==> src/psd_defines.svh <==
// register indices, field positions and reset values of the port control bank
`ifndef PSD_DEFINES_SVH
`define PSD_DEFINES_SVH

// ------------------------------------------------------------
// register indices (byte address is four times the index)
// ------------------------------------------------------------
`define PSD_IDX_PHY 12'h13e
`define PSD_IDX_ADDR 12'h200
`define PSD_IDX_DATA 12'h206
`define PSD_IDX_PCTL 12'h300
`define PSD_IDX_NONE 12'hfff

// ------------------------------------------------------------
// field positions
// ------------------------------------------------------------
`define PSD_PHY_JAB 9
`define PSD_ADDR_STEP 23
`define PSD_PCTL_DUP 6
`define PSD_PCTL_TXFC 5
`define PSD_PCTL_SPD 4
`define PSD_PCTL_RXFC 3

// ------------------------------------------------------------
// reset values
// ------------------------------------------------------------
`define PSD_PHY_RST 16'h0300
`define PSD_ADDR_RST 21'h1f0000
`define PSD_PCTL_RST 8'h50

`endif

==> src/psd_pkg.sv <==
// types shared by the port control bank modules
package psd_pkg;

  // ------------------------------------------------------------
  // bus slave states
  // ------------------------------------------------------------
  typedef enum logic [2:0] {
    ST_IDLE = 3'b001,
    ST_WAIT = 3'b010,
    ST_RESP = 3'b100
  } psd_state_t;

  // ------------------------------------------------------------
  // state records
  // ------------------------------------------------------------
  typedef struct packed {
    psd_state_t st;
    logic wr;
    logic [11:0] idx;
    logic [31:0] rdata;
    logic [15:0] phy;
    logic [7:0] pctl;
    logic strap_done;
    logic req_sent;
  } psd_top_t;

  typedef struct packed {
    logic [20:0] addr;
    logic step;
    logic busy;
    logic we;
    logic [15:0] wdata;
  } psd_win_t;

endpackage : psd_pkg

==> src/psd_win_if.sv <==
// carrier between the register front end and the serdes window
`timescale 1ns/1ps
interface psd_win_if;
  logic addr_wr;
  logic [31:0] addr_wdata;
  logic rd_req;
  logic wr_req;
  logic [15:0] wdata;
  logic done;
  logic [15:0] rdata;
  logic [31:0] addr_word;

  modport host (output addr_wr, addr_wdata, rd_req, wr_req, wdata, input done, rdata, addr_word);
  modport win (input addr_wr, addr_wdata, rd_req, wr_req, wdata, output done, rdata, addr_word);
endinterface : psd_win_if

==> src/psd_serdes_win.sv <==
// indirect address/data window onto the serdes register space
`timescale 1ns/1ps
`include "psd_defines.svh"
module psd_serdes_win
  import psd_pkg::*;
(
  // clock and reset
  input wire logic mclk,
  input wire logic rst,
  // front end side
  psd_win_if.win port,
  // serdes register access
  output logic sd_req,
  output logic sd_we,
  output logic [20:0] sd_addr,
  output logic [4:0] sd_dev,
  output logic sd_vendor,
  output logic [7:0] sd_offset,
  output logic [15:0] sd_wdata,
  input wire logic [15:0] sd_rdata,
  input wire logic sd_ack
);

  localparam psd_win_t WIN_RST = '{addr: `PSD_ADDR_RST, step: 1'b0, busy: 1'b0, we: 1'b0, wdata: 16'h0000};

  psd_win_t w_r;
  psd_win_t w_nxt;

  // ------------------------------------------------------------
  // next state
  // ------------------------------------------------------------
  always_comb
  begin
    w_nxt = w_r;
    if (port.addr_wr)
    begin
      w_nxt.addr = port.addr_wdata[20:0];
      w_nxt.step = port.addr_wdata[`PSD_ADDR_STEP];
    end
    if ((port.rd_req || port.wr_req) && !w_r.busy)
    begin
      w_nxt.busy = 1'b1;
      w_nxt.we = port.wr_req;
      w_nxt.wdata = port.wdata;
    end
    if (w_r.busy && sd_ack)
    begin
      w_nxt.busy = 1'b0;
      // step only once the access has finished, so a read sees the old target
      if (w_r.step)
      begin
        w_nxt.addr = w_r.addr + 21'h000001;
      end
    end
  end

  always_ff @(posedge mclk)
  begin
    if (rst)
    begin
      w_r <= WIN_RST;
    end
    else
    begin
      w_r <= w_nxt;
    end
  end

  // ------------------------------------------------------------
  // outputs
  // ------------------------------------------------------------
  assign port.done = w_r.busy & sd_ack;
  assign port.rdata = sd_rdata;
  assign port.addr_word = {8'h00, w_r.step, 2'b00, w_r.addr};
  assign sd_req = w_r.busy;
  assign sd_we = w_r.we;
  assign sd_addr = w_r.addr;
  assign sd_dev = w_r.addr[20:16];
  assign sd_vendor = w_r.addr[15];
  assign sd_offset = w_r.addr[7:0];
  assign sd_wdata = w_r.wdata;
endmodule : psd_serdes_win

==> src/psd_port_regs.sv <==
// port phy status, serdes window and parallel interface control registers on ahb-lite
// ------------------------------------------------------------
// ------------------------------------------------------------
`timescale 1ns/1ps
`include "psd_defines.svh"
module psd_port_regs
  import psd_pkg::*;
#(
  parameter logic PCTL_BIT7 = 1'b1
)
(
  // clock and reset
  input wire logic mclk,
  input wire logic rst,
  // ahb-lite slave
  input wire logic hsel,
  input wire logic [31:0] haddr,
  input wire logic [1:0] htrans,
  input wire logic hwrite,
  input wire logic [2:0] hsize,
  input wire logic hready,
  input wire logic [31:0] hwdata,
  output logic [31:0] hrdata,
  output logic hreadyout,
  output logic hresp,
  // phy status and control
  input wire logic phy_speed_1000,
  input wire logic phy_speed_100,
  input wire logic phy_speed_10,
  input wire logic phy_full_duplex,
  input wire logic phy_gig_master,
  output logic jabber_count_enable,
  // parallel mac interface
  input wire logic flow_control_strap_pin,
  input wire logic ctrl1_10_100_sel,
  output logic mac_full_duplex,
  output logic mac_tx_flow_en,
  output logic mac_rx_flow_en,
  output logic mac_speed_gig,
  output logic mac_speed_100,
  output logic mac_speed_10,
  // serdes register access
  output logic sd_req,
  output logic sd_we,
  output logic [20:0] sd_addr,
  output logic [4:0] sd_dev,
  output logic sd_vendor,
  output logic [7:0] sd_offset,
  output logic [15:0] sd_wdata,
  input wire logic [15:0] sd_rdata,
  input wire logic sd_ack
);

  localparam psd_top_t TOP_RST = '{st: ST_IDLE, wr: 1'b0, idx: `PSD_IDX_NONE, rdata: 32'h00000000,
                                   phy: `PSD_PHY_RST, pctl: `PSD_PCTL_RST, strap_done: 1'b0,
                                   req_sent: 1'b0};

  psd_top_t s_r;
  psd_top_t s_nxt;
  logic take;

  psd_win_if win ();

  // ------------------------------------------------------------
  // decode and read helpers
  // ------------------------------------------------------------
  function automatic logic [11:0] addr_index(input logic [31:0] a);
    logic [11:0] i;
    i = a[13:2];
    if (a[31:14] != 18'h00000 || a[1:0] != 2'b00)
    begin
      i = `PSD_IDX_NONE;
    end
    return i;
  endfunction : addr_index

  function automatic logic [31:0] read_word(input psd_top_t s, input logic [31:0] aw);
    logic [31:0] d;
    d = 32'h00000000;
    case (s.idx)
      `PSD_IDX_PHY:
        d = {16'h0000, s.phy[15:12], 2'b00, s.phy[9:7], phy_speed_1000, phy_speed_100,
             phy_speed_10, phy_full_duplex, phy_gig_master, s.phy[1], 1'b0};
      `PSD_IDX_ADDR:
        d = aw;
      `PSD_IDX_PCTL:
        d = {24'h000000, PCTL_BIT7, s.pctl[6:0]};
      default:
        d = 32'h00000000;
    endcase
    return d;
  endfunction : read_word

  assign take = hsel & hready & htrans[1];

  // ------------------------------------------------------------
  // bus slave and register state
  // ------------------------------------------------------------
  always_comb
  begin
    s_nxt = s_r;
    win.addr_wr = 1'b0;
    win.addr_wdata = hwdata;
    win.rd_req = 1'b0;
    win.wr_req = 1'b0;
    win.wdata = hwdata[15:0];
    // strap is caught on the first clock after reset leaves, never under reset
    if (!s_r.strap_done)
    begin
      s_nxt.strap_done = 1'b1;
      s_nxt.pctl[`PSD_PCTL_TXFC] = flow_control_strap_pin;
      s_nxt.pctl[`PSD_PCTL_RXFC] = flow_control_strap_pin;
    end
    case (s_r.st)
      ST_IDLE:
        s_nxt.st = ST_IDLE;
      ST_WAIT:
      begin
        if (s_r.idx == `PSD_IDX_DATA)
        begin
          if (!s_r.req_sent)
          begin
            win.wr_req = s_r.wr;
            win.rd_req = !s_r.wr;
            s_nxt.req_sent = 1'b1;
          end
          if (win.done)
          begin
            s_nxt.req_sent = 1'b0;
            s_nxt.rdata = s_r.wr ? 32'h00000000 : {16'h0000, win.rdata};
            s_nxt.st = ST_RESP;
          end
        end
        else
        begin
          s_nxt.rdata = 32'h00000000;
          if (s_r.wr)
          begin
            case (s_r.idx)
              `PSD_IDX_PHY:
              begin
                s_nxt.phy[15:12] = hwdata[15:12];
                s_nxt.phy[`PSD_PHY_JAB] = hwdata[`PSD_PHY_JAB];
                s_nxt.phy[8:7] = hwdata[8:7];
                s_nxt.phy[1] = hwdata[1];
              end
              `PSD_IDX_ADDR:
                win.addr_wr = 1'b1;
              `PSD_IDX_PCTL:
                s_nxt.pctl[6:0] = hwdata[6:0];
              default:
                s_nxt.pctl = s_r.pctl;
            endcase
          end
          else
          begin
            s_nxt.rdata = read_word(s_r, win.addr_word);
          end
          s_nxt.st = ST_RESP;
        end
      end
      ST_RESP:
        s_nxt.st = ST_IDLE;
      default:
        s_nxt.st = ST_IDLE;
    endcase
    // a new address phase is only taken while the bus is not stalled
    if (take && s_r.st != ST_WAIT)
    begin
      s_nxt.st = ST_WAIT;
      s_nxt.wr = hwrite;
      s_nxt.idx = addr_index(haddr);
      s_nxt.req_sent = 1'b0;
    end
  end

  always_ff @(posedge mclk)
  begin
    if (rst)
    begin
      s_r <= TOP_RST;
    end
    else
    begin
      s_r <= s_nxt;
    end
  end

  // ------------------------------------------------------------
  // serdes window
  // ------------------------------------------------------------
  psd_serdes_win u_win (
    .mclk(mclk),
    .rst(rst),
    .port(win.win),
    .sd_req(sd_req),
    .sd_we(sd_we),
    .sd_addr(sd_addr),
    .sd_dev(sd_dev),
    .sd_vendor(sd_vendor),
    .sd_offset(sd_offset),
    .sd_wdata(sd_wdata),
    .sd_rdata(sd_rdata),
    .sd_ack(sd_ack)
  );

  // ------------------------------------------------------------
  // outputs
  // ------------------------------------------------------------
  assign hrdata = s_r.rdata;
  assign hreadyout = (s_r.st != ST_WAIT);
  assign hresp = 1'b0;
  assign jabber_count_enable = s_r.phy[`PSD_PHY_JAB];
  assign mac_full_duplex = s_r.pctl[`PSD_PCTL_DUP];
  assign mac_tx_flow_en = s_r.pctl[`PSD_PCTL_TXFC];
  assign mac_rx_flow_en = s_r.pctl[`PSD_PCTL_RXFC];
  // speed bit has no say while the second byte asks for gigabit
  assign mac_speed_gig = !ctrl1_10_100_sel;
  assign mac_speed_100 = ctrl1_10_100_sel & s_r.pctl[`PSD_PCTL_SPD];
  assign mac_speed_10 = ctrl1_10_100_sel & !s_r.pctl[`PSD_PCTL_SPD];
endmodule : psd_port_regs

==> config.mk <==
export PLATFORM = sky130hd
export DESIGN_NAME = psd_port_regs
export DESIGN_NICKNAME = d
export VERILOG_FILES = /design/src/psd_pkg.sv /design/src/psd_win_if.sv /design/src/psd_serdes_win.sv /design/src/psd_port_regs.sv
export VERILOG_INCLUDE_DIRS = /design/src
export SDC_FILE = /design/constraint.sdc
export NUM_CORES = 1
export LEC_CHECK = 0
export BUFFER_PORTS_ARGS = -buffer_cell sky130_fd_sc_hd__clkbuf_2
export CAP_MARGIN = 20
export CORE_MARGIN = 10
export CORE_UTILIZATION = 49
export CTS_CLUSTER_DIAMETER = 50
export DETAILED_ROUTE_END_ITERATION = 8
export PLACE_DENSITY = 0.79
export SKIP_CTS_REPAIR_TIMING = 1
export SYNTH_ARGS = -nofsm -noshare
export SYNTH_HDL_FRONTEND = slang
export SYNTH_SLANG_ARGS = --single-unit
==> constraint.sdc <==
create_clock -name mclk -period 2.65 [get_ports mclk]
set_input_delay 0.265 -clock mclk [delete_from_list [all_inputs] [get_ports mclk]]
set_output_delay 0.265 -clock mclk [all_outputs]
set_load 0.05 [all_outputs]
-- After elaboration in Yosys (flattened, before gate mapping)
Cells that the tools add are included.
Widths: inputs -> output; s select.
- bits in registers: 105
- bits of input ports: 98
- output and inout bits: 94
- logic and storage cells: 86
- add/sub/neg operators: 1
- eq/ne operators: 9
- multiplexer cells: 34
- bitwise gates (word level): 8
- reduce and logical (&&, ||, !) cells: 19
- operators with widths (cell ; count):
    $mux 32 ; 3
    $pmux 24 s3 ; 1
    $mux 21 ; 2
    $eq 12x10->1 const B ; 3
    $mux 22 ; 1
    $add 21x1->21 const B ; 1
    $mux 6 ; 3
    $reduce_bool 18->1 ; 1
    $mux 1 ; 16
    $mux 16 ; 1
    $mux 15 ; 1
    $pmux 7 s2 ; 1
    $eq 12x9->1 const B ; 1
    $mux 12 ; 1
    $mux 3 ; 2
    $reduce_or 2->1 ; 3
    $and 1x1->1 ; 5
    $ne 5x4->1 const B ; 1
    $reduce_and 5->1 ; 1
    $logic_not 1->1 ; 4
    $mux 2 ; 2
    $ne 4x3->1 const B ; 1
    $reduce_and 2->1 ; 2
    $reduce_and 4->1 ; 1
    8 further kinds ; 13

-- Longest topological paths before layout
Gate-level depths: netlist of the first run.
- depth after elaboration: 8
- gate-level depth with buffers: 7
- gate-level depth less buffers: 6

-- Cells and area by module
Synthesis of the first run repeated with hierarchy kept, for this count alone.
- cell total of the unflattened synthesis: 635
- area, all modules: 5484.0 µm²
- by module, submodules not included (module ; instances ; cells an instance ; area each (µm²) ; seq. area each (µm²)):
    psd_port_regs ; 1 ; 327 ; 3056.7 ; 1301.2
    psd_serdes_win ; 1 ; 308 ; 2427.3 ; 800.8

-- Worst setup path before layout of the first run
OpenSTA, ideal clock, no wires.
- path type: register -> register
- start: reg u_win.w_r, in the netlist u_win.sd_req
- end: reg u_win.w_r, in the netlist u_win.sd_addr[17]
- setup time: 124 ps
- arrival: 2046 ps
- required time: 2526 ps
- setup slack: 480 ps
- cell stages (with the launch flop): 6
- buffers on the path: 0
- period minus slack after synthesis: 2170 ps
- cells stage by stage: dfxtp_1 -> nand3_2 -> nor4_4 -> nand2_2 -> o211a_1 -> a2111o_1
- cells in the longest elaborated chain, start to end: 2
- ends and longest elaborated chain (what ; RTL line ; RTL):
    from (decl) ; psd_serdes_win.sv:26 ; psd_win_t w_r;
    from (signal assigned) ; psd_serdes_win.sv:65 ; w_r <= w_nxt;
    $logic_and 1x1->1 ; psd_serdes_win.sv:46 ; if (w_r.busy && sd_ack)
    $mux 21 ; psd_serdes_win.sv:46 ;
Every way passes these cells.
A chain may end at the register's enable or synchronous reset.

-- Worst setup path in the final report of the first run
- start: reg s_r[68] (netlist name)
- end: reg u_win.w_r, in the netlist u_win.sd_wdata[14]
- cells in the longest elaborated chain, start to end: 5
- elaborated cells on any way between the ends: 7
- those cells by class: eq/ne (1); mux (4); reduce/logical (2)
- ends and longest elaborated chain (what ; RTL line ; RTL):
    from (decl) ; psd_port_regs.sv:58 ; psd_top_t s_r;
    from (signal assigned) ; psd_port_regs.sv:185 ; s_r <= s_nxt;
    $eq 12x10->1 (no source line) * ; - ;
    $mux 1 ; psd_port_regs.sv:119 ; if (s_r.idx == `PSD_IDX_DATA)
    $mux 1 ; psd_port_regs.sv:114 ; case (s_r.st)
    $logic_or 1x1->1 * ; psd_serdes_win.sv:40 ; if ((port.rd_req || port.wr_req) && !w_r.busy)
    $logic_and 1x1->1 * ; psd_serdes_win.sv:40 ;
Every way passes the cells marked *; elsewhere a longest branch is shown, timed or not.

==> summary.md, run 1 <==
| Metric | Value |
|---|---|
| Run status | `completed` |
| Die Ht | `119 um` |
| Antenna diodes | `0` |
| Async SR Flop Fraction | `0` |
| CP max stage delay | `790 ps` |
| Post-synth cell types | `66` |
| Via count | `4444` |
| Final WL | `14600 um` |
| Post-route clock period utilization | `0.850` |
| Number of flops mapped to enable cells by yosys | `0` |
| Fill cells | `919` |
| Max cap viols | `0` |
| Final Wtd Congestion | `0.871` |
| Final Skew | `7.86 ps` |
| GR Util All Layers | `0.197` |
| Clk root buf | `clkbuf_8` |
| Total CTS buffers | `9` |
| Final instance area | `5460 sq um` |
| Io pins | `192` |
| Flops & latches, synth | `95` |
| Worst setup path start | `s_r[68]` |
| Sum Neg Setup Slack | `0 ps` |
| CTS tree | `built` |
| Met1 wire length | `6120 um` |
| Worst setup EP type | `register` |
| Vias/cell | `5.63` |
| Hold WC Path Type | `in -> reg` |
| Wirelength per Cell | `18.5 um` |
| Routed wl met3 | `1280 um` |
| Relative slew slack | `0.530` |
| Met2 Routed Length | `6950 um` |
| Core box area | `9640 sq um` |
| Vias in the first global route | `4432` |
| Worst-Margin Slew | `696 ps` |
| Hold Fails Final Rpt | `0` |
| Crit path DAT | `2480 ps` |
| Most frequent cells in the layout | `166 x clkbuf_2, 95 x dfxtp_1, 74 x nand2_1` |
| Worst flop-to-flop path startpoint | `s_r[68]` |
| Chip width | `119 um` |
| CP startpoint kind | `register` |
| Yosys warning total | `0` |
| DRC viols | `0` |
| First-pass DRT Iterations | `8` |
| Skew-Pair Late Insertion Delay | `370 ps` |
| Die area | `14200 sq um` |
| DRT iter0 DRCs | `360` |
| Lkg Pwr | `2.31 nW` |
| Register area share after synthesis | `0.396` |
| Critical Path Fanout Max | `17` |
| Area Overhead vs Synth | `13.7%` |
| Final min period | `2250 ps` |
| Dominant cell type by area after synthesis | `dfxtp_1` |
| Worst VDD drop | `0.266 mV` |
| Placed cell area | `5250 sq um` |
| Netlist Area Pre-Place | `4800 sq um` |
| Nets | `750` |
| CTS Sinks | `95` |
| Slew Limit Fails | `0` |
| Final antenna-violating net count | `0` |
| Global-route wire length before repair | `23100 um` |
| CTS clk-pin slew, worst paths | `80 ps` |
| Post-synthesis cell count | `549` |
| Slowest CP cell | `or4_1` |
| Port Buffers | `166` |
| Fraction of layout cells with a size suffix above 1 | `0.325` |
| H-tree levels | `3` |
| Initial core utilization | `0.498` |
| Area of the multi-input gates | `2230 sq um` |
| CP Class | `reg -> reg` |
| Remaining global-route overflow | `0` |
| Initial antenna violation count | `0` |
| Max Used Layer | `met4` |
| Syn Area/Cell | `8.75 sq um` |
| Crit path cell chain | `nor4_4, nand3_2, or4_1, nand2_1, a21oi_1` |
| Sequential cell area | `1900 sq um` |
| Synth top area share | `0.396` |
| Row count | `36` |
| Final setup vio count | `0` |
| F_max | `0.444 GHz` |
| DP Wirelength | `11100 um` |
| Worst-case clock buffer depth | `2` |
| PD cells | `479 nW/um^2` |
| Largest net degree at the start of global routing | `54` |
| Ranking of synthesized cells by area | `dfxtp_1 40%, buf_4 11%, nand2_1 5.8%, a21oi_1 4.6%, o21ai_0 3.3%` |
| RSZ-0062 raised after global routing | `false` |
| Main synth FF type | `dfxtp_1` |
| Req. time, crit path | `2880 ps` |
| Most common cell after layout, fill and taps aside | `clkbuf_2` |
| HP Start | `haddr[9]` |
[area by class of cell]
cell class	count	area share
clock inverter	2	0.00687
multi-input combinational	361	0.409
tap	133	0.0305
sequential	95	0.348
clock buffer	14	0.0316
inverter	4	0.00275
timing repair buffer	180	0.171
[per-layer routing]
layer	global-route usage	up-vias
li1	-	2128
met1	0.244	2095
met2	0.317	203
met3	0.0642	18
met4	0.0641	0
met5	0	-
[kinds of logic (layout without fill, tap and decap cells)]
kind of cell,Yosys count,after routing,synth area share
compound gates,147,147,0.210
fa+ha+maj,1,1,0.00260
buf+inv,103,200,0.147
flops,95,95,0.396
mux,15,15,0.0313
other cells,1,11,0.000781
simple gates,187,187,0.212
[state kept, by name, indices dropped and copies added (netlist names)]
| name | count |
|---|---|
| hrdata | 22 |
| jabber_count_enable | 1 |
| mac_full_duplex | 1 |
| mac_rx_flow_en | 1 |
| mac_tx_flow_en | 1 |
| s_r | 29 |
| u_win.port.addr_word | 1 |
| u_win.sd_addr | 21 |
| u_win.sd_req | 1 |
| u_win.sd_wdata | 16 |
| u_win.sd_we | 1 |
[cells in the mapped netlist (3+ instances only)]
library cell and instances:
a2111o_1 3, a211oi_1 7, a21oi_1 44, a222oi_1 6, a22o_1 5, a22oi_1 8, a2bb2oi_1 4, a31oi_1 5
and2_1 3, and3_1 7, and4_1 3, buf_2 11, buf_4 71, clkbuf_1 11, dfxtp_1 95, inv_1 4
mux2i_1 15, nand2_1 74, nand2_2 3, nand3_1 16, nand4_1 5, nor2_1 31, nor2b_1 3, nor3_1 10
nor4_1 7, nor4_4 3, o211a_1 3, o21ai_0 32, o22a_1 12, or4_1 3
[path summary, 6_finish.rpt]
kind	slack, ps	endpoint	cells after the start
worst max register to register	400	u_win.sd_wdata[14]	5
worst min-delay path	100	s_r[65]	2
worst max-delay path	400	u_win.sd_wdata[14]	5
worst min register to register	450	hrdata[7]	2
[critical path: cells and delay by family, from the launching register on]
kind,cells,cell delay (ps)
and+or+nand+nor,4,1680
DFF,1,340
AOI/OAI and AO/OA,1,90
[stage by stage]
stage	utilization	hold WS, ps	total power [mW]	std cells	setup WS, ps
5_1_grt	0.567	87.5	2.71	789	265
4_1_cts	0.567	89.5	2.63	789	386
3_5_place_dp	0.545	445	1.63	773	411
6_report	0.567	95.1	2.62	789	398
3_3_place_gp	0.545	430	1.63	773	471
2_1_floorplan	-	384	1.56	559	480
[power breakdown]
part	total (mW)	switching, mW	internal, mW
Clock	1.02	0.501	0.515
Sequential	1.43	0.00411	1.43
Combinational	0.168	0.112	0.0563
Note: power is estimated with default switching activity, not from simulation.
==> run 2: changes to the inputs <==
--- a/config.mk
+++ b/config.mk
@@ -9,10 +9,10 @@
 export BUFFER_PORTS_ARGS = -buffer_cell sky130_fd_sc_hd__clkbuf_2
 export CAP_MARGIN = 20
 export CORE_MARGIN = 10
-export CORE_UTILIZATION = 49
+export CORE_UTILIZATION = 44
 export CTS_CLUSTER_DIAMETER = 50
 export DETAILED_ROUTE_END_ITERATION = 8
-export PLACE_DENSITY = 0.79
+export PLACE_DENSITY = 0.75
 export SKIP_CTS_REPAIR_TIMING = 1
 export SYNTH_ARGS = -nofsm -noshare
 export SYNTH_HDL_FRONTEND = slang
==> constraint.sdc (replaced) <==
create_clock -name mclk -period 1.9 [get_ports mclk]
set_input_delay 0.19 -clock mclk [delete_from_list [all_inputs] [get_ports mclk]]
set_output_delay 0.19 -clock mclk [all_outputs]
set_load 0.05 [all_outputs]
==> summary.md, run 2 (synthesized netlist as in run 1, its figures left out) <==
| Metric | Value |
|---|---|
| Chip width | `124 um (+4.6%)` |
| Placed cell area | `5540 sq um (+5.5%)` |
| Most common cell after layout, fill and taps aside | `clkbuf_2` |
| Fraction of layout cells with a size suffix above 1 | `0.375 (+0.0505)` |
| Total CTS buffers | `9 (unchanged)` |
| Worst setup EP type | `register` |
| Req. time, crit path | `2160 ps (-720 ps)` |
| Worst VDD drop | `0.413 mV (+55%)` |
| Initial core utilization | `0.447 (-0.0513)` |
| Core box area | `10700 sq um (+11%)` |
| Biggest register | `s_r` |
| Post-placement cell count | `813 (+5.2%)` |
| Die Ht | `124 um (+4.6%)` |
| Vias in the first global route | `4644 (+4.8%)` |
| Clk root buf | `clkbuf_8` |
| H-tree levels | `3 (unchanged)` |
| CP startpoint kind | `register` |
| Skew-Pair Late Insertion Delay | `380 ps (about the same)` |
| Hold_ws | `15.8 ps (-79.3 ps)` |
| Final Skew | `9.12 ps (+1.25 ps)` |
| Port Buffers | `166 (unchanged)` |
| RSZ-0062 raised after global routing | `true` |
| Max cap viols | `0 (unchanged)` |
| Final min period | `1840 ps (-410 ps)` |
| Final antenna-violating net count | `0 (unchanged)` |
| Nets | `787 (+4.9%)` |
| CTS clk-pin slew, worst paths | `80 ps (about the same)` |
| Wirelength per Cell | `17.9 um (-3.1%)` |
| DP Wirelength | `11700 um (+5.3%)` |
| Hold WC Path Type | `in -> reg` |
| Final instance area | `5840 sq um (+6.9%)` |
| CP Class | `reg -> reg` |
| Most frequent cells in the layout | `166 x clkbuf_2, 88 x dfxtp_1, 74 x nand2_1` |
| Row count | `38 (+5.6%)` |
| Run status | `completed` |
| Post-route clock period utilization | `0.970 (+0.120)` |
| Antenna diodes | `0 (unchanged)` |
| Largest net degree at the start of global routing | `37 (-31%)` |
| Vias/cell | `5.55 (-1.5%)` |
| CTS Sinks | `95 (unchanged)` |
| Die area | `15500 sq um (+9.4%)` |
| Crit path DAT | `2100 ps (-380 ps)` |
| Final setup vio count | `0 (unchanged)` |
| Slew Limit Fails | `0 (unchanged)` |
| Via count | `4620 (+4.0%)` |
| GR Util All Layers | `0.184 (-0.0132)` |
| Final WL | `14900 um (+2.3%)` |
| First-pass DRT Iterations | `6 (-2)` |
| Io pins | `192 (unchanged)` |
| Global-route wire length before repair | `23800 um (+3.3%)` |
| CTS tree | `built` |
| Worst-case clock buffer depth | `2 (unchanged)` |
| Initial antenna violation count | `0 (unchanged)` |
| Critical Path Fanout Max | `6 (-11)` |
| Hold Fails Final Rpt | `0 (unchanged)` |
| Remaining global-route overflow | `0 (unchanged)` |
| PD cells | `641 nW/um^2 (+34%)` |
| Area Overhead vs Synth | `21.6%` |
| Pwr Total | `3.74 mW (+43%)` |
| F_max | `0.543 GHz (+22%)` |
| DRC viols | `0 (unchanged)` |
| Lkg Pwr | `2.53 nW (+9.9%)` |
| Final Wtd Congestion | `0.880 (+1.0%)` |
| Finished Layout Cells | `833 (+5.6%)` |
| Max reg flops | `29 (unchanged)` |
| DRT iter0 DRCs | `451 (+25%)` |
[run 2: cell types whose count changed in the layout (fill, tap and decap cells not counted), sizes merged]
cell,before,now
buf,14,50
bufinv,1,2
clkinv,0,1
dlygate4sd3,0,1
clkinvlp,1,0
clkbuf,180,179
[run 2: area by class of cell]
| type | count | area [sq um] |
|---|---|---|
| Clock inverter | 3 | 65.1 |
| Tap cell | 140 | 175 |
| Clock buffer | 13 | 159 |
| Sequential cell | 95 | 1910 |
| Timing Repair Buffer | 217 | 1250 |
| Inverter | 4 | 15.0 |
| Fill cell | 994 | 4910 |
| Multi-Input combinational cell | 361 | 2260 |
[run 2: metrics by stage]
stage,setup WS (ps),setup TNS (ps),utilization
3_5_place_dp,2.72,0,0.515
3_3_place_gp,73.1,0,0.515
6_report,57.5,0,0.543
4_1_cts,-17.0,-29.4,0.536
2_1_floorplan,30.0,0,-
5_1_grt,-59.3,-399,0.543
[run 2: final timing paths]
path	from	endpoint	slack [ps]	cells past startpoint
worst max-delay path	s_r[59]	mac_tx_flow_en	60	5
worst min-delay path	haddr[7]	s_r[63]	20	2
worst max register to register	s_r[59]	mac_tx_flow_en	60	5
worst min register to register	hrdata[1]	hrdata[1]	450	2
[run 2: power by group]
| group | internal [mW] | total (mW) | switching, mW |
|---|---|---|---|
| Clock | 0.813 | 1.50 | 0.691 |
| Combinational | 0.0828 | 0.243 | 0.160 |
| Sequential | 1.99 | 2.00 | 0.00455 |
[run 2: routing by layer]
metal / GRT usage / wire (um) / vias to the layer above
met4: 0.0528 / 164 / 0
met1: 0.220 / 6230 / 2151
met3: 0.0685 / 1470 / 14
met2: 0.301 / 7080 / 254
met5: 0 / 0 / -
li1: - / - / 2201
[run 2: worst max-delay path, cell delays in order, from the launching register on]
cell      delay (ps)
dfxtp_2          380
nor4bb_4         430
and3_4           310
nor4bb_1          80
buf_4            150
o41ai_1          370
==> run 3: changes to the inputs <==
--- a/config.mk
+++ b/config.mk
@@ -9,11 +9,12 @@
 export BUFFER_PORTS_ARGS = -buffer_cell sky130_fd_sc_hd__clkbuf_2
 export CAP_MARGIN = 20
 export CORE_MARGIN = 10
-export CORE_UTILIZATION = 44
+export CORE_UTILIZATION = 35
 export CTS_CLUSTER_DIAMETER = 50
 export DETAILED_ROUTE_END_ITERATION = 8
-export PLACE_DENSITY = 0.75
+export PLACE_DENSITY = 0.61
 export SKIP_CTS_REPAIR_TIMING = 1
+export SLEW_MARGIN = 20
 export SYNTH_ARGS = -nofsm -noshare
 export SYNTH_HDL_FRONTEND = slang
 export SYNTH_SLANG_ARGS = --single-unit
==> summary.md, run 3 (synthesized netlist as in run 1, its figures left out) <==
| Metric | Value |
|---|---|
| Run status | `completed` |
| Chip width | `137 um (+10%)` |
| CP Class | `reg -> reg` |
| Biggest register | `s_r` |
| Final WL | `15800 um (+5.9%)` |
| Max cap viols | `0 (unchanged)` |
| Core box area | `13300 sq um (+24%)` |
| Largest net degree at the start of global routing | `34 (-8.1%)` |
| Pwr Total | `4.09 mW (+9.3%)` |
| Final min period | `1850 ps (+10.1 ps)` |
| Hold Fails Final Rpt | `0 (unchanged)` |
| Reg2reg setup slack | `50 ps (about the same)` |
| RSZ-0062 raised after global routing | `true` |
| PD cells | `688 nW/um^2 (+7.3%)` |
| Global-route wire length before repair | `24500 um (+3.0%)` |
| DRT iter0 DRCs | `296 (-34%)` |
| Initial antenna violation count | `0 (unchanged)` |
| Area of the multi-input gates | `2250 sq um (-0.28%)` |
| CP max stage delay | `450 ps (+20 ps)` |
| Wirelength per Cell | `18.3 um (+1.9%)` |
| Fill cells | `1351 (+36%)` |
| Most common cell after layout, fill and taps aside | `clkbuf_2` |
| Sum of buffers and inverters on the critical path | `1 (unchanged)` |
| Post-route clock period utilization | `0.975 (+0.00533)` |
| Hold WC Path Type | `in -> reg` |
| Slew Limit Fails | `0 (unchanged)` |
| Most frequent cells in the layout | `166 x clkbuf_2, 93 x dfxtp_1, 73 x nand2_1` |
| First-pass DRT Iterations | `7 (+1)` |
| Sequential cell area | `1910 sq um (-0.33%)` |
| Crit path DAT | `2100 ps (about the same)` |
| Initial core utilization | `0.360 (-0.0872)` |
| Post-placement cell count | `848 (+4.3%)` |
| Critical Path Fanout Max | `7 (+1)` |
| Vias/cell | `5.19 (-6.4%)` |
| Worst VDD drop | `0.397 mV (-4.0%)` |
| H-tree levels | `3 (unchanged)` |
| CTS tree | `built` |
| CTS Sinks | `95 (unchanged)` |
| Die Ht | `137 um (+10%)` |
| Final Skew | `5.87 ps (-3.24 ps)` |
| Vias in the first global route | `4627 (-0.37%)` |
| Area Overhead vs Synth | `23.9%` |
| Final setup vio count | `0 (unchanged)` |
| Clk root buf | `clkbuf_16` |
| Req. time, crit path | `2140 ps (-20 ps)` |
| Lkg Pwr | `2.55 nW (+0.46%)` |
| CP top delay family | `simple AND/OR/NAND/NOR gates` |
| DRC viols | `0 (unchanged)` |
| Worst setup EP type | `register` |
| Antenna diodes | `0 (unchanged)` |
| Die area | `18800 sq um (+21%)` |
| Crit path cell chain | `nor4b_4, and3_2, nor4bb_1, buf_4, o41ai_1` |
| Skew-Pair Late Insertion Delay | `340 ps (-40 ps)` |
| CP startpoint kind | `register` |
| Row count | `42 (+11%)` |
| Remaining global-route overflow | `0 (unchanged)` |
| Finished Layout Cells | `866 (+4.0%)` |
| GR Util All Layers | `0.165 (-0.0192)` |
| Total CTS buffers | `9 (unchanged)` |
| Max reg flops | `29 (unchanged)` |
| Via count | `4497 (-2.7%)` |
| Io pins | `192 (unchanged)` |
| Worst-case clock buffer depth | `2 (unchanged)` |
| Final antenna-violating net count | `0 (unchanged)` |
| Nets | `785 (-0.25%)` |
| DP Wirelength | `12500 um (+6.9%)` |
| Port Buffers | `166 (unchanged)` |
| Fraction of layout cells with a size suffix above 1 | `0.371 (-0.00417)` |
| Slowest CP cell | `nor4b_4` |
| CTS clk-pin slew, worst paths | `60 ps (-20 ps)` |
| Final Wtd Congestion | `0.864 (-1.9%)` |
| Hold_ws | `44.3 ps (+28.5 ps)` |
| F_max | `0.540 GHz (-0.55%)` |
## run 3: cell types whose count changed in the layout (fill, tap and decap cells not counted), sizes merged
cell         change
buf              -1
clkbuf           -1
clkinvlp         +1
bufinv           -1
dlygate4sd3      -1
## run 3: where the power goes
| part | total, mW | switching [mW] | internal [mW] | leakage (nW) |
|---|---|---|---|---|
| sequential | 2.00 | 0.00468 | 1.99 | 0.768 |
| clock | 1.85 | 0.762 | 1.08 | 0.145 |
| combinational | 0.247 | 0.165 | 0.0824 | 1.63 |
| total | 4.09 | 0.932 | 3.16 | 2.55 |
## run 3: through the flow
| stage | setup TNS (ps) | worst slack [ps] | utilization | instance area, sq um |
|---|---|---|---|---|
| 4_1_cts | -672 | -61.1 | 0.441 | 5890 |
| 5_1_grt | -405 | -50.2 | 0.446 | 5950 |
| 3_3_place_gp | 0 | 56.4 | 0.419 | 5590 |
| 6_report | 0 | 47.4 | 0.446 | 5950 |
| 3_5_place_dp | -379 | -43.7 | 0.419 | 5590 |
| 2_1_floorplan | 0 | 30.0 | - | 4850 |
## run 3: worst paths after layout
| check | end | cells after the start | startpoint |
|---|---|---|---|
| max reg2reg | mac_tx_flow_en | 5 | s_r[63] |
| min | s_r[64] | 2 | haddr[8] |
| min reg2reg | hrdata[7] | 2 | hrdata[7] |
| max | mac_tx_flow_en | 5 | s_r[63] |
## run 3: area by class of cell
| type | instances | share of cell area |
|---|---|---|
| clock inverter | 3 | 0.00715 |
| timing repair buffer | 215 | 0.211 |
| tap | 176 | 0.0370 |
| sequential | 95 | 0.321 |
| inverter | 4 | 0.00252 |
| multi-input combinational | 361 | 0.379 |
| clock buffer | 12 | 0.0431 |
## run 3: worst register-to-register path: cells and delay by family, from the launching register on
kind | cells | cell delay, ps
and+or+nand+nor | 3 | 940
DFF | 1 | 350
AOI/OAI and AO/OA | 1 | 310
buffers and inverters | 1 | 160
## run 3: routing by layer
| layer | part of all wire | global-route usage |
|---|---|---|
| met1 | 0.44 | 0.207 |
| met2 | 0.48 | 0.269 |
| met3 | 0.068 | 0.0411 |
| met4 | 0.014 | 0.0562 |
| met5 | 0 | 0 |
